<file path="src/pkg/asq_regs.vh">
// register map, field positions, reset values and codes of the sweep sequencer
`ifndef ASQ_REGS_VH
`define ASQ_REGS_VH

// word-aligned byte addresses
`define ASQ_ADDR_CTRL0    8'h00
`define ASQ_ADDR_CTRL1    8'h04
`define ASQ_ADDR_CTRL2    8'h08
`define ASQ_ADDR_STATUS   8'h0c
`define ASQ_ADDR_CLEAR    8'h10
`define ASQ_ADDR_ENABLE   8'h14
`define ASQ_ADDR_RES_BASE 8'h20
`define ASQ_ADDR_RES_MASK 8'he3

// converter_control_0 fields
`define ASQ_C0_START   0
`define ASQ_C0_TRGSEL  1
`define ASQ_C0_REPEAT  2
// converter_control_1 fields
`define ASQ_C1_WIDTH_LO 0
`define ASQ_C1_WIDTH_HI 1
`define ASQ_C1_RES10    2
`define ASQ_C1_REFCON   3
// converter_control_2 fields
`define ASQ_C2_GROUP_LO 0
`define ASQ_C2_GROUP_HI 1
// interrupt status bits
`define ASQ_ST_DONE 0

// reset values, 8-bit result mask, channel step and channel count
`define ASQ_RST_WIDTH  2'h0
`define ASQ_RST_GROUP  2'h0
`define ASQ_RST_CHAN   3'h0
`define ASQ_RST_RESULT 10'h000
`define ASQ_RST_RDATA  32'h00000000
`define ASQ_MASK_8BIT  10'h0ff
`define ASQ_CHAN_ONE   3'h1
`define ASQ_NUM_CHAN   8
// channel index bits inside a result address
`define ASQ_RES_IDX_LO 2
`define ASQ_RES_IDX_HI 4

// sequencer states
`define ASQ_ST_IDLE 2'h0
`define ASQ_ST_ARM  2'h1
`define ASQ_ST_CONV 2'h2

`endif

</file>
<file path="src/logic/asq_sequencer.v">
// sweep-mode sequencer for the converter: control registers, channel walk, results, interrupt
//
// The plain strobed port and the placing of the registers were decided locally.
`timescale 1ns/1ps
`include "asq_regs.vh"

// What this block does
// [RL1] single sweep converts each block input once
// [RL2] repeat sweep 0 loops forever, no interrupt
// [RL3] width picks 2/4/6/8 inputs from zero
// [RL4] software trigger starts sweep on start write
// [RL5] external trigger waits for falling pin edge
// [RL6] single sweep stops; software trigger clears start
// [RL7] writing start zero halts either sweep mode
// [RL8] single sweep completion raises interrupt request
// [RL9] each result lands in its channel register
// [RL10] group field swaps alternate input groups in
// [RL11] software keeps controls steady during conversion
// [RL12] software waits 1 us after reference connect
// [RL13] resolution bit picks 10 or 8 bits
// [RL14] refuse start without reference; refuse disconnect busy
// [RL15] channels visited ascending from zero upward
module asq_sequencer (
   input wire clk,
   input wire rst,
   input wire [7:0] bus_addr,
   input wire [31:0] bus_wdata,
   input wire bus_wr,
   input wire bus_rd,
   output reg [31:0] bus_rdata,
   input wire external_trigger_pin,
   output reg conv_go,
   output reg [2:0] conv_channel,
   output wire [1:0] input_group_field,
   output wire conv_res10,
   output wire reference_connect_bit,
   input wire conv_done,
   input wire [9:0] conv_data,
   output wire busy,
   output wire irq
);

   // software view, one word per byte address:
   //   control 0: start, trigger select, repeat sweep mode 0
   //   control 1: sweep width, 10-bit results, reference connect
   //   control 2: input group
   //   status: sweep done, sticky, read only
   //   clear: write 1 to drop the done flag, reads zero
   //   enable: done interrupt enable
   //   results: one word per channel from the result base
   // limitation: a refused start is silent, software must read start back

   // control and status register copies, sweep state, trigger history and results
   reg start_r;
   reg trgsel_r;
   reg repeat_r;
   reg [1:0] width_r;
   reg res10_r;
   reg refcon_r;
   reg [1:0] group_r;
   reg status_r;
   reg enable_r;
   reg [1:0] state_r;
   reg [2:0] chan_r;
   reg trig_prev_r;
   reg [9:0] result_r [0:7];
   // next values of the registered state
   reg [1:0] state_nxt;
   reg start_nxt;
   reg [2:0] chan_nxt;
   reg go_nxt;
   reg [2:0] channel_nxt;
   reg status_nxt;
   reg [31:0] rdata_nxt;
   // per-channel result write enables
   wire [7:0] res_we;

   wire wr_c0 = bus_wr && (bus_addr == `ASQ_ADDR_CTRL0);
   wire wr_c1 = bus_wr && (bus_addr == `ASQ_ADDR_CTRL1);
   wire wr_c2 = bus_wr && (bus_addr == `ASQ_ADDR_CTRL2);
   wire wr_clr = bus_wr && (bus_addr == `ASQ_ADDR_CLEAR);
   wire wr_en = bus_wr && (bus_addr == `ASQ_ADDR_ENABLE);

   // start may only be set once the reference is already connected, so a
   // write that would connect and start together never starts anything
   wire start_set = wr_c0 && bus_wdata[`ASQ_C0_START] && !start_r && refcon_r; // [RL14]
   wire start_clear = wr_c0 && !bus_wdata[`ASQ_C0_START]; // [RL7]

   // last channel of the block is 2*width+1: 1, 3, 5 or 7
   wire [2:0] last_chan = {width_r, 1'b1}; // [RL3]
   wire sweep_end = (state_r == `ASQ_ST_CONV) && conv_done && (chan_r == last_chan);
   wire single_done = sweep_end && !repeat_r; // [RL8]
   wire trig_fall = trig_prev_r && !external_trigger_pin; // [RL5]

   assign busy = (state_r != `ASQ_ST_IDLE);
   assign input_group_field = group_r; // [RL10]
   assign conv_res10 = res10_r;
   assign reference_connect_bit = refcon_r;
   assign irq = status_r && enable_r;

   // trigger pin history for the falling-edge detector
   always @(posedge clk) begin
      if (rst) begin
         trig_prev_r <= 1'b1;
      end else begin
         trig_prev_r <= external_trigger_pin;
      end
   end

   // control 0 mode bits; software must leave them alone mid-run,
   // so they are used live rather than latched per sweep
   always @(posedge clk) begin
      if (rst) begin
         trgsel_r <= 1'b0;
         repeat_r <= 1'b0;
      end else if (wr_c0) begin
         trgsel_r <= bus_wdata[`ASQ_C0_TRGSEL]; // [RL5]
         repeat_r <= bus_wdata[`ASQ_C0_REPEAT]; // [RL2]
      end
   end

   // sweep width and resolution of control 1
   always @(posedge clk) begin
      if (rst) begin
         width_r <= `ASQ_RST_WIDTH;
         res10_r <= 1'b0;
      end else if (wr_c1) begin
         width_r <= bus_wdata[`ASQ_C1_WIDTH_HI:`ASQ_C1_WIDTH_LO]; // [RL3]
         res10_r <= bus_wdata[`ASQ_C1_RES10]; // [RL13]
      end
   end

   // reference connect: a disconnect is refused while armed or converting,
   // the rest of the same write still lands
   always @(posedge clk) begin
      if (rst) begin
         refcon_r <= 1'b0;
      end else if (wr_c1 && (bus_wdata[`ASQ_C1_REFCON] || !busy)) begin
         refcon_r <= bus_wdata[`ASQ_C1_REFCON]; // [RL14]
      end
   end

   // input group of control 2
   always @(posedge clk) begin
      if (rst) begin
         group_r <= `ASQ_RST_GROUP;
      end else if (wr_c2) begin
         group_r <= bus_wdata[`ASQ_C2_GROUP_HI:`ASQ_C2_GROUP_LO]; // [RL10]
      end
   end

   // done interrupt enable
   always @(posedge clk) begin
      if (rst) begin
         enable_r <= 1'b0;
      end else if (wr_en) begin
         enable_r <= bus_wdata[`ASQ_ST_DONE];
      end
   end

   // sticky completion flag: a new completion beats a same-cycle clear,
   // so software never loses a sweep it has not yet seen
   always @* begin
      status_nxt = status_r;
      if (single_done) begin
         status_nxt = 1'b1; // [RL8]
      end else if (wr_clr && bus_wdata[`ASQ_ST_DONE]) begin
         status_nxt = 1'b0;
      end
   end

   // status register
   always @(posedge clk) begin
      if (rst) begin
         status_r <= 1'b0;
      end else begin
         status_r <= status_nxt;
      end
   end

   // next state of the sweep; a software halt wins over a same-cycle completion
   always @* begin
      state_nxt = state_r;
      start_nxt = start_r;
      chan_nxt = chan_r;
      go_nxt = 1'b0;
      channel_nxt = conv_channel;
      if (start_clear) begin
         start_nxt = 1'b0; // [RL7]
         state_nxt = `ASQ_ST_IDLE;
      end else begin
         case (state_r)
            `ASQ_ST_IDLE: begin
               if (start_set) begin
                  start_nxt = 1'b1;
                  chan_nxt = `ASQ_RST_CHAN;
                  if (bus_wdata[`ASQ_C0_TRGSEL]) begin
                     state_nxt = `ASQ_ST_ARM; // [RL5]
                  end else begin
                     state_nxt = `ASQ_ST_CONV; // [RL4]
                     go_nxt = 1'b1;
                     channel_nxt = `ASQ_RST_CHAN; // [RL15]
                  end
               end
            end
            `ASQ_ST_ARM: begin
               // only an edge seen after start was set counts
               if (trig_fall) begin
                  state_nxt = `ASQ_ST_CONV; // [RL5]
                  chan_nxt = `ASQ_RST_CHAN;
                  go_nxt = 1'b1;
                  channel_nxt = `ASQ_RST_CHAN;
               end
            end
            `ASQ_ST_CONV: begin
               if (conv_done) begin
                  if (chan_r != last_chan) begin
                     chan_nxt = chan_r + `ASQ_CHAN_ONE; // [RL15]
                     go_nxt = 1'b1;
                     channel_nxt = chan_r + `ASQ_CHAN_ONE; // [RL1]
                  end else if (repeat_r) begin
                     chan_nxt = `ASQ_RST_CHAN; // [RL2]
                     go_nxt = 1'b1;
                     channel_nxt = `ASQ_RST_CHAN;
                  end else if (trgsel_r) begin
                     // external trigger keeps start set and re-arms
                     state_nxt = `ASQ_ST_ARM;
                  end else begin
                     state_nxt = `ASQ_ST_IDLE;
                     start_nxt = 1'b0; // [RL6]
                  end
               end
            end
            default: begin
               state_nxt = `ASQ_ST_IDLE;
            end
         endcase
      end
   end

   // sweep registers; conv_go is a one-cycle pulse, conv_channel holds
   always @(posedge clk) begin
      if (rst) begin
         state_r <= `ASQ_ST_IDLE;
         start_r <= 1'b0;
         chan_r <= `ASQ_RST_CHAN;
         conv_go <= 1'b0;
         conv_channel <= `ASQ_RST_CHAN;
      end else begin
         state_r <= state_nxt;
         start_r <= start_nxt;
         chan_r <= chan_nxt;
         conv_go <= go_nxt;
         conv_channel <= channel_nxt;
      end
   end

   // one result register per channel index; a result that arrives with a
   // halt is dropped, since the sweep it belongs to was cancelled
   genvar gi;
   generate
      for (gi = 0; gi < `ASQ_NUM_CHAN; gi = gi + 1) begin : g_res
         assign res_we[gi] = (state_r == `ASQ_ST_CONV) && conv_done && !start_clear && (chan_r == gi); // [RL9]
         always @(posedge clk) begin
            if (rst) begin
               result_r[gi] <= `ASQ_RST_RESULT;
            end else if (res_we[gi]) begin
               // 8-bit mode keeps only the low byte
               result_r[gi] <= res10_r ? conv_data : (conv_data & `ASQ_MASK_8BIT); // [RL9] [RL13]
            end
         end
      end
   endgenerate

   // read multiplexer; only a read strobe produces data, so the port reads
   // zero in every other cycle
   always @* begin
      rdata_nxt = `ASQ_RST_RDATA;
      if (bus_rd) begin
         if ((bus_addr & `ASQ_ADDR_RES_MASK) == `ASQ_ADDR_RES_BASE) begin
            rdata_nxt = {22'h0, result_r[bus_addr[`ASQ_RES_IDX_HI:`ASQ_RES_IDX_LO]]};
         end else begin
            case (bus_addr)
               `ASQ_ADDR_CTRL0: rdata_nxt = {29'h0, repeat_r, trgsel_r, start_r};
               `ASQ_ADDR_CTRL1: rdata_nxt = {28'h0, refcon_r, res10_r, width_r};
               `ASQ_ADDR_CTRL2: rdata_nxt = {30'h0, group_r};
               `ASQ_ADDR_STATUS: rdata_nxt = {31'h0, status_r};
               `ASQ_ADDR_ENABLE: rdata_nxt = {31'h0, enable_r};
               default: rdata_nxt = `ASQ_RST_RDATA;
            endcase
         end
      end
   end

   // read data register: valid only in the cycle after the strobe
   always @(posedge clk) begin
      if (rst) begin
         bus_rdata <= `ASQ_RST_RDATA;
      end else begin
         bus_rdata <= rdata_nxt;
      end
   end

endmodule // asq_sequencer

</file>
<file path="config.mk">
export PLATFORM = sky130hd
export DESIGN_NAME = asq_sequencer
export DESIGN_NICKNAME = d
export VERILOG_FILES = /design/src/logic/asq_sequencer.v
export VERILOG_INCLUDE_DIRS = /design/src /design/src/pkg
export SDC_FILE = /design/constraint.sdc
export NUM_CORES = 1
export LEC_CHECK = 0
export ABC_CLOCK_PERIOD_IN_PS = 2550
export BUFFER_PORTS_ARGS = -buffer_cell sky130_fd_sc_hd__buf_2
export CAP_MARGIN = 20
export CORE_AREA = 3 3 120 122
export DETAILED_ROUTE_END_ITERATION = 12
export DIE_AREA = 0 0 123 125
export GPL_TIMING_DRIVEN = 0
export PLACE_DENSITY_LB_ADDON = 0.08
export SETUP_SLACK_MARGIN = 0.15
export SKIP_CTS_REPAIR_TIMING = 1
export SYNTH_ARGS = -nofsm -noshare
export SYNTH_HDL_FRONTEND = slang
export SYNTH_SLANG_ARGS = --single-unit
</file>
<file path="constraint.sdc">
create_clock -name clk -period 2.55 [get_ports clk]
set_input_delay 0.1275 -clock clk [delete_from_list [all_inputs] [get_ports clk]]
set_output_delay 0.1275 -clock clk [all_outputs]
set_load 0.03 [all_outputs]
</file>
==> results of run 1 <==
==> synth_stat cells (all sizes together), types with 3 or more instances <==
cell type and instances:
and3 27, a21oi 8, nand3 9, nand4 4
mux2i 20, nor2 43, nor3 7, edfxtp 80
nor2b 7, ha 6, nor4 3, and2 49
inv 8, clkbuf 7, a31oi 3, dfxtp 31
nand2 32, buf 35, o21ai 6, mux4 20
==> critical path, cell delays in order (launching register included) <==
cell	delay, ps
dfxtp_1	420
ha_1	210
ha_1	460
nand2_1	110
nand2_1	470
==> metrics by stage <==
step / instance area [um2] / cells / setup WS, ps
after floorplan: 5440 / 455 / 809
after global placement: 5880 / 674 / 428
after detailed placement: 5880 / 674 / 406
after CTS: 6150 / 690 / 515
after global routing: 6160 / 691 / 381
final: 6160 / 691 / 517
==> how the worst min path moves through the flow <==
stage	depth (start not counted)	end	slack [ps]	startpoint
2_1_floorplan	1	trig_prev_r	230	external_trigger_pin
3_3_place_gp	2	trig_prev_r	330	external_trigger_pin
3_5_place_dp	2	trig_prev_r	340	external_trigger_pin
4_1_cts	2	trig_prev_r	-40	external_trigger_pin
5_1_grt	3	reference_connect_bit	50	bus_wdata[3]
6_report	3	reference_connect_bit	30	bus_wdata[3]
==> metal layers <==
layer  vias to the layer above  global-route usage
li1                       1681                   -
met1                      1712               0.247
met2                       107               0.283
met3                        11              0.0325
met4                         0              0.0567
met5                         -                   0
==> cell usage in the layout (no fill, tap or decap), drive strengths merged, types with 20 or more instances in the layout <==
cell,netlist,routed
edfxtp,80,80
buf,35,78
and2,49,49
nor2,43,43
nand2,32,32
dfxtp,31,31
and3,27,27
conb,1,22
mux2i,20,20
mux4,20,20
==> final cells by class <==
class                           count  share of cell area
Buffer                             42              0.0438
Clock buffer                       11              0.0394
Tap cell                          176              0.0357
Inverter                            8             0.00487
Timing Repair Buffer               44              0.0365
Clock inverter                      5             0.00548
Sequential cell                   111               0.490
Multi-Input combinational cell    294               0.344
==> state kept, by name (all words and copies together), names as in the netlist <==
register / flops
bus_rdata: 10
width_r: 2
conv_channel: 3
conv_res10: 1
enable_r: 1
state_r: 2
input_group_field: 2
status_r: 1
trgsel_r: 1
chan_r: 3
reference_connect_bit: 1
start_r: 1
repeat_r: 1
trig_prev_r: 1
result_r: 80
conv_go: 1
==> cells by family (layout without fill, tap and decap cells) <==
kind of cell	after synthesis	after routing	share of synthesized area
and+or+nand+nor	192	192	0.199
DFF	111	111	0.564
buffers and inverters	50	110	0.0560
muxes	42	42	0.126
AOI/OAI and AO/OA	30	30	0.0376
adders and majority gates	6	6	0.0140
xor gates and xnor gates	2	2	0.00327
other	1	22	0.000699
==> where the power goes <==
group / internal, W / total (W) / leakage [nW] / switching (W)
Combinational: 0.000104 / 0.000283 / 1.38 / 0.000179
Clock: 0.000689 / 0.00134 / 0.132 / 0.000655
Sequential: 0.00197 / 0.00198 / 1.08 / 0.0000112
Total: 0.00276 / 0.00361 / 2.58 / 0.000846
==> run summary, run 1 <==
In the final timing run, aggregate negative setup slack is 0 ps. The die outline area came out at 0.0154 mm2. The deepest clock path buffer count is 2. edfxtp_1 takes more of the synthesized area than any other cell.

The minimum hold slack came out at 33.9 ps. The quantity of I/O buffers inserted on ports is 43. TritonCTS built the clock tree. The share of synthesized area in the top cell type comes to 0.448.

The highest layer used for signal routing is met4. Timing would allow up to 492 MHz. The initial antenna violation count is 0.

The remaining routing DRC violations came out at 0. The critical path ends at result_r[7][4]. The number of primary I/O pins is 98.

The sum of met2 wire segment lengths after detailed routing came out at 6400 um. The post-synthesis register bit count is 111. For this run, the leading register cell type out of synthesis is edfxtp_1. The worst path needs 2030 ps of the cycle, external delays included. The count of final hold-check violations was 0.

The overall power consumption came out at 0.00361 W. The number of warning messages in the yosys log came out at 0. The die width came out at 123 um. The detailed router finished its first iteration with 370 violations. The multi-input gate area in the final layout is 0.00212 mm2. The path class of the tightest hold or removal check is input pin to flip-flop.

For the worst-skew pair, the clock arrives at the later sink with an insertion delay of 350 ps. The starting utilization of the core area came out at 0.403. The max-slew violation count is 0. STA classifies the critical path endpoint as a flip-flop. The clock skew after layout came out at 4.73 ps. The leftover overflow at the end of global routing came out at 0. STA classifies the critical path startpoint as a flip-flop.

The peak supply drop is 0.315 mV. The total area of sequential cells is 0.00302 mm2. The critical path launch point is chan_r[1]. The critical register-to-register path startpoint is chan_r[1]. The async set or reset register ratio after synthesis is 0.

The synthesis-to-finish area growth came out at 14.9%. The die height came out at 125 um. The reg-to-reg endpoint is result_r[7][4]. For this design the static power due to leakage is 2.58 nW. The overall routing resource usage is 0.178. The headroom to the max-slew limit is 0.406. The remaining antenna violation count is 0.

The via total after detailed routing is 3511. In this run the cell area of the synthesized design comes to 0.00536 mm2. The cell sitting at the root of the clock tree is a clkbuf_16.

The critical path is of the flip-flop to flip-flop type. The via count of the first global-routing pass came to 3497. Counting cells, the worst reg-to-reg path comes to 4. For this run, the share of the core covered by cells in the final layout is 0.464. The met3 wirelength from detailed routing came out at 801 um.

The final-layout fill cell count is 1251. The clock tree synthesis step divided the H-tree into 3 levels. The maximum fanout along the worst path is 10. The share of final-layout standard cells stronger than drive strength 1 came out at 0.241. In this run the standard cell core region covers 0.0133 mm2. The number of maximum-capacitance violations came out at 0. The global-route wire length before repair came out at 20100 um. Setup repair after global routing left no endpoint under its margin.

The total length of routed wires is 13100 um. Detailed placement finished with a half-perimeter wire length of 9010 um. The placer's final routability congestion estimate is 0.798. Setup violations remaining at the end of the flow were counted as 0. The part of the cycle the worst path needs is 0.797. The setup check on the worst reg-to-reg path leaves a slack of 520 ps.

TritonCTS created 9 clock buffers. The length of the first detailed-routing pass in iterations came out at 5. The routed wirelength normalized by instance count came out at 18.9 um.

The endpoint arrival time on the critical path is 2020 ps. Each instance of the synthesized netlist takes up on average 12.4 um2. The pin count of the biggest net entering global routing came out at 18.

The met1 layer wirelength in the final routing is 5700 um. The number of synthesized flops with an enable pin came out at 80. At the pin with the least slew margin, the transition time is 891 ps. Using the TritonRoute via totals, the vias-per-cell ratio works out to 5.08. After clock tree synthesis, the clock-pin slew on the worst setup and hold paths is 70 ps. The synthesized netlist contains 52 unique library cells.

For this design, the sink count on the clock tree is 111. The final net count is 572. The count of standard-cell rows is 42. Yosys attributes the largest share of cell area to edfxtp_1, dfxtp_1, mux4_2.

The flow ran to the end, and the final reports show no timing, DRC or antenna violations. The portion of the post-synthesis area used by sequential elements came out at 0.564. The power per cell area came out at 585 mW/mm2. The count of mapped cells out of synthesis came out at 434. The number of antenna diodes came out at 0. The data required time at the worst endpoint came out at 2540 ps.
No activity file was read; power rests on OpenSTA's default activity.
==> run 2, diff against run 1 <==
--- a/config.mk
+++ b/config.mk
@@ -6,7 +6,7 @@
 export SDC_FILE = /design/constraint.sdc
 export NUM_CORES = 1
 export LEC_CHECK = 0
-export ABC_CLOCK_PERIOD_IN_PS = 2550
+export ABC_CLOCK_PERIOD_IN_PS = 1800
 export BUFFER_PORTS_ARGS = -buffer_cell sky130_fd_sc_hd__buf_2
 export CAP_MARGIN = 20
 export CORE_AREA = 3 3 120 122
==> constraint.sdc (replaced) <==
create_clock -name clk -period 1.8 [get_ports clk]
set_input_delay 0.09 -clock clk [delete_from_list [all_inputs] [get_ports clk]]
set_output_delay 0.09 -clock clk [all_outputs]
set_load 0.03 [all_outputs]
==> run 2 against run 1 <==
  * Clock power rose by 62%
  * Non-clock buffer count increased by 8
  * Via count is 0.71% higher
  * Utilization grew 2.0 points
==> run summary, run 2 (same netlist as run 1, synthesis figures left out) <==
The peak supply drop is 0.488 mV. The global-route wire length before repair is 20000 um. Adding up every negative setup slack in the final design gives 0 ps. The deepest clock path buffer count came out at 2. The overall routing resource usage came out at 0.176. The later-pin clock latency in the skew report came out at 360 ps.

The largest registers in the layout are result_r x80, bus_rdata x10. For this block, the routed nets add up to 13200 um of wire. The count of final hold-check violations came out at 0. STA classifies the critical path startpoint as a flip-flop.

Dividing the detail-routed wire length by the instance count gives 18.9 um. Wire segments on met3 add up to 917 um in the final route. The run finished with clean final reports. The initial antenna violation count came out at 0. The share of final-layout standard cells stronger than drive strength 1 came out at 0.309. The synthesis-to-finish area growth is 19.8%. In this run the critical register-to-register path is launched from chan_r[2]. The met1 layer wirelength in the final routing came out at 5540 um.

The final design area excluding fillers came out at 0.00642 mm2. The post-DP HPWL came out at 9080 um. The number of primary I/O pins came out at 98.

Across the run, the number of max-cap violations was 0. The length of the first detailed-routing pass in iterations is 4. The remaining antenna violation count came out at 0. The die outline area is 0.0154 mm2. The library cells used most frequently in the layout, excluding fill and tap cells, are edfxtp_1, buf_2, and2_1. The data required time at the worst endpoint is 2050 ps. For flop-to-flop paths, the worst setup slack is 100 ps.

The flip-flop count of the largest register after layout is 80. The headroom to the max-slew limit is 0.455. The routed design uses 6700 um of met2 wire. The via total after detailed routing came out at 3536. The number of vias per cell after detailed routing is 5.05. TritonCTS built the clock tree.

The die width is 123 um. The worst setup path is captured at a flip-flop. The total instance count after detailed placement is 674.

Buffers placed on the I/O ports in this run total 43. The leftover overflow at the end of global routing came out at 0. The endpoint arrival time on the critical path is 1950 ps. For this design the ratio of total power to cell area is 838 mW/mm2.

The clock tree synthesis step divided the H-tree into 3 levels. The leakage component of the power came out at 2.67 nW. The pin count of the biggest net entering global routing is 19. The most common cell after layout, fill and taps aside is edfxtp_1.

The critical path launch point is chan_r[2]. The via count of the first global-routing pass is 3474. Following the worst setup path forward leads to its endpoint at conv_channel[2]. Timing would allow up to 588 MHz.

Counting the fill cells in the layout gives 1208. The count of standard-cell rows is 42. The clock skew after layout came out at 10.2 ps. After layout, the minimum clock period comes to 1700 ps. Across all hold checks on the routed design, the worst slack comes to 3.50 ps. The worst hold path belongs to the class input pin to flip-flop. The remaining routing DRC violations is 0. The placer's final routability congestion estimate came out at 0.791. The kind of critical path is flip-flop to flip-flop. The die height came out at 125 um. Counting flops per register, the top entry is result_r. The post-CTS clock slew at the launch and capture registers of the worst setup and hold paths came out at 70 ps. The count of placed standard cells in the final layout, fillers left out came out at 700. For this block, the initial DRC count from the detailed router was 317. The final setup violation count is 0. The overall power consumption came out at 0.00538 W. The worst reg-to-reg path cell count came out at 5. At the end of the flow, the number of nets in the layout was 581. The post-place instance area is 0.00589 mm2. The starting utilization of the core area is 0.403. The maximum fanout along the worst path came out at 4. The endpoint identified for the worst register-to-register timing path is conv_channel[2]. The area of the core region came out at 0.0133 mm2. The number of antenna diodes is 0. For the pin with the worst max-slew slack, the measured transition is 817 ps. The part of the cycle the worst path needs came out at 0.944.

In this run the clock root is driven by a clkbuf_16. The detailed router used layers up to and including met4. In this run, CTS created clock tree buffers numbering 9. Setup repair after global routing could not meet its margin everywhere. The TritonCTS sink count is 111. The max-slew violation count is 0.
[run 2: cell types whose count changed in the layout (fill, tap and decap cells not counted), sizes merged]
cell         previous run  this run
buf                    78        84
bufinv                  0         2
clkbuf                 18        17
dlygate4sd3             1         2
nor3                    7         8
[run 2: layout make-up]
cell class                      instances  area, um2  share of cell area
Inverter                                8       30.0             0.00467
Sequential cell                       111       3030               0.472
Clock buffer                            9        225              0.0351
Timing Repair Buffer                   52        288              0.0448
Multi-Input combinational cell        295       2250               0.350
Clock inverter                          7       97.6              0.0152
Tap cell                              176        220              0.0343
Buffer                                 42        282              0.0438
[run 2: per-layer routing]
layer,GRT usage,up-vias
met3,0.0497,7
li1,-,1703
met2,0.290,93
met5,0,-
met1,0.233,1733
met4,0.0391,0
[run 2: stage by stage]
step           setup slack (ps)  utilization
2_1_floorplan               176            -
3_3_place_gp               -274        0.443
3_5_place_dp               -294        0.443
4_1_cts                    -220        0.467
5_1_grt                    41.8        0.483
6_report                    100        0.483
[run 2: critical path: stages (launching register included)]
cell and delay, ps:
dfxtp_4 350, xor2_2 190, nor4_4 320, nor2_1 70
o31a_2 370, mux2_2 280
[run 2: where the power goes]
group	switching, W	internal, W	total [W]
logic	0.000259	0.000152	0.000411
clock network	0.000944	0.00122	0.00217
registers	0.0000160	0.00279	0.00280
total	0.00122	0.00416	0.00538
[run 2: worst min-delay path by stage]
stage | startpoint | end | slack, ps | depth (start not counted)
finish | bus_wdata[2] | repeat_r | 3 | 3
global route | bus_wdata[2] | repeat_r | 6 | 3
CTS | external_trigger_pin | trig_prev_r | -80 | 2
detailed placement | external_trigger_pin | trig_prev_r | 300 | 2
global placement | external_trigger_pin | trig_prev_r | 290 | 2
floorplan | external_trigger_pin | trig_prev_r | 200 | 1
==> run 3, diff against run 2 <==
==> constraint.sdc (replaced) <==
create_clock -name clk -period 1.8 [get_ports clk]
set_input_delay 0 -clock clk [delete_from_list [all_inputs] [get_ports clk]]
set_output_delay 0 -clock clk [all_outputs]
set_load 0.03 [all_outputs]
==> run 3 against run 2 <==
  * Hold slack gained 1.3 ps
  * Setup slack got worse by 16 ps
  * Final area rose by 0.60%
  * Highest routed layer unchanged
  * Final cell count rose by 0.71%
  * Combinational power rose by 2%
==> run summary, run 3 (same netlist as run 1, synthesis figures left out) <==
The clock skew after layout came out at 10.4 ps. The kind of cell with the highest combined delay on the critical path is simple AND/OR/NAND/NOR gates. Setup violations remaining at the end of the flow were counted as 0. For this run, the total global-route usage over all layers was measured as 0.176. After layout, the worst setup slack is 84.0 ps. result_r holds more flip-flops than any other register. Setup repair after global routing could not meet its margin everywhere. The CTS buffer count came out at 9. For the worst setup path, the data required time is 2050 ps. In the final layout, the registers with the most flip-flops are result_r x80, bus_rdata x10.

The largest single stage delay on the critical path is 380 ps. The depth of the CTS H-tree is 3. The worst slack after detailed placement came out at -208 ps. The count of placed standard cells in the final layout, fillers left out is 705. The multi-input gate area in the final layout came out at 0.00224 mm2. The TritonCTS clock tree is built. The total area of sequential cells came out at 0.00303 mm2.

The achievable frequency is 583 MHz. STA classifies the critical path startpoint as a flip-flop. Counting instances, the worst hold path has a depth of 2. The deepest clock path buffer count came out at 2. The length of the first detailed-routing pass in iterations came out at 5. The die height is 125 um. The congestion estimate from routability-driven global placement came to 0.791. The area growth from synthesis to layout is 20.5%. In the layout the commonest cells are edfxtp_1, buf_2, and2_1. The global-route wire length before repair came out at 20000 um. The worst path buffer plus inverter count came out at 0. The number of maximum-capacitance violations is 0. The floorplan step defined a die boundary enclosing 0.0154 mm2. The routing usage on met1 is 0.233. For this design, the slowest cell found on the critical path is o31a_2. The global routing met3 resource utilization came out at 0.0497. In the routed design, unresolved DRC markers number 0. During I/O placement, the number of pins put on the boundary was 98. The share of final-layout standard cells stronger than drive strength 1 is 0.302.

The pin count of the biggest net entering global routing is 19. The TritonCTS sink count is 111. The peak supply drop came out at 0.489 mV. The worst reg-to-reg path cell count came out at 5.

The endpoint arrival time on the critical path is 1970 ps. The maximum fanout along the worst path is 5. The measured slew at the worst slew-check pin came out at 954 ps. The count of standard-cell rows came out at 42. Summed over all cells, the static leakage comes to 2.68 nW. STA classifies the critical path endpoint as a flip-flop. The max-slew violation count came out at 0.

The cell depth of the worst setup path came out at 5. The total instance count after detailed placement is 674. Wires add up to 13300 um. The kind of critical path is flip-flop to flip-flop. The part of the cycle the worst path needs came out at 0.953.

The later-pin clock latency in the skew report is 360 ps. The final-layout fill cell count came out at 1205. The quantity of I/O buffers inserted on ports came out at 43. The final net count is 586.

The routed wirelength normalized by instance count is 18.9 um. The via total after detailed routing came out at 3565. After global routing, the most crowded layer is met2. The count of final hold-check violations was 0. The run finished with clean final reports. The path type of the worst min-delay path is input pin to flip-flop. The starting utilization of the core area is 0.403. After global routing the overflow that remains totals 0. The DRC marker count from the first detailed-route iteration is 329.

The met2 usage came out at 0.290. Walking the worst path, the cells encountered are xor2_2, nor4_4, nor2_1, o31a_2, mux2_2. The number of antenna diodes is 0.

The via count of the first global-routing pass came out at 3474. The flip-flop count of the largest register after layout came out at 80. The number of vias per cell after detailed routing is 5.06. The area of the core region came out at 0.0133 mm2. The most common cell after layout, fill and taps aside is edfxtp_1. The die width came out at 123 um. The initial antenna violation count is 0.

The post-CTS clock slew at the launch and capture registers of the worst setup and hold paths came out at 70 ps. The power per cell area is 834 mW/mm2. The post-DP HPWL came out at 9080 um. The headroom to the max-slew limit came out at 0.364. Subtracting the final worst setup slack from the clock period gives 1720 ps. The remaining antenna violation count came out at 0. The tree is rooted in a clkbuf_16.
-- run 3: cell count changes in the layout (fill, tap and decap cells not counted), sizes merged --
cell	delta
clkbuf	-1
dlygate4sd3	+6
-- run 3: path summary, 6_finish.rpt --
| kind | startpoint | endpoint | slack, ps |
|---|---|---|---|
| hold reg to reg | conv_channel[0] | conv_channel[0] | 460 |
| setup reg to reg | chan_r[2] | conv_channel[2] | 80 |
| setup / recovery | chan_r[2] | conv_channel[2] | 80 |
| hold / removal | conv_data[7] | result_r[4][7] | 5 |
-- run 3: final cells by class --
class | instances | area share
Tap cell | 176 | 0.0341
Buffer | 42 | 0.0434
Timing Repair Buffer | 57 | 0.0527
Multi-Input combinational cell | 295 | 0.346
Sequential cell | 111 | 0.469
Clock inverter | 7 | 0.0151
Inverter | 8 | 0.00465
Clock buffer | 9 | 0.0348
-- run 3: per-layer routing --
| metal | up-vias | part of all wire |
|---|---|---|
| li1 | 1707 | - |
| met1 | 1758 | 0.42 |
| met2 | 91 | 0.51 |
| met3 | 9 | 0.062 |
| met4 | 0 | 0.0077 |
| met5 | - | 0 |
-- run 3: stage by stage --
stage | util | setup TNS, ps | instance area (um2) | total power [W] | hold slack [ps]
final | 0.486 | 0 | 6460 | 0.00539 | 4.85
after global routing | 0.486 | 0 | 6460 | 0.00557 | 12.8
after CTS | 0.467 | -13900 | 6210 | 0.00543 | -173
after detailed placement | 0.443 | -15650 | 5890 | 0.00327 | 210
after global placement | 0.443 | -14220 | 5890 | 0.00326 | 202
after floorplan | - | 0 | 5450 | 0.00313 | 107
-- run 3: power breakdown --
| group | internal, W | switching (W) |
|---|---|---|
| Clock | 0.00122 | 0.000941 |
| Combinational | 0.000159 | 0.000261 |
| Sequential | 0.00279 | 0.0000161 |
| Total | 0.00417 | 0.00122 |
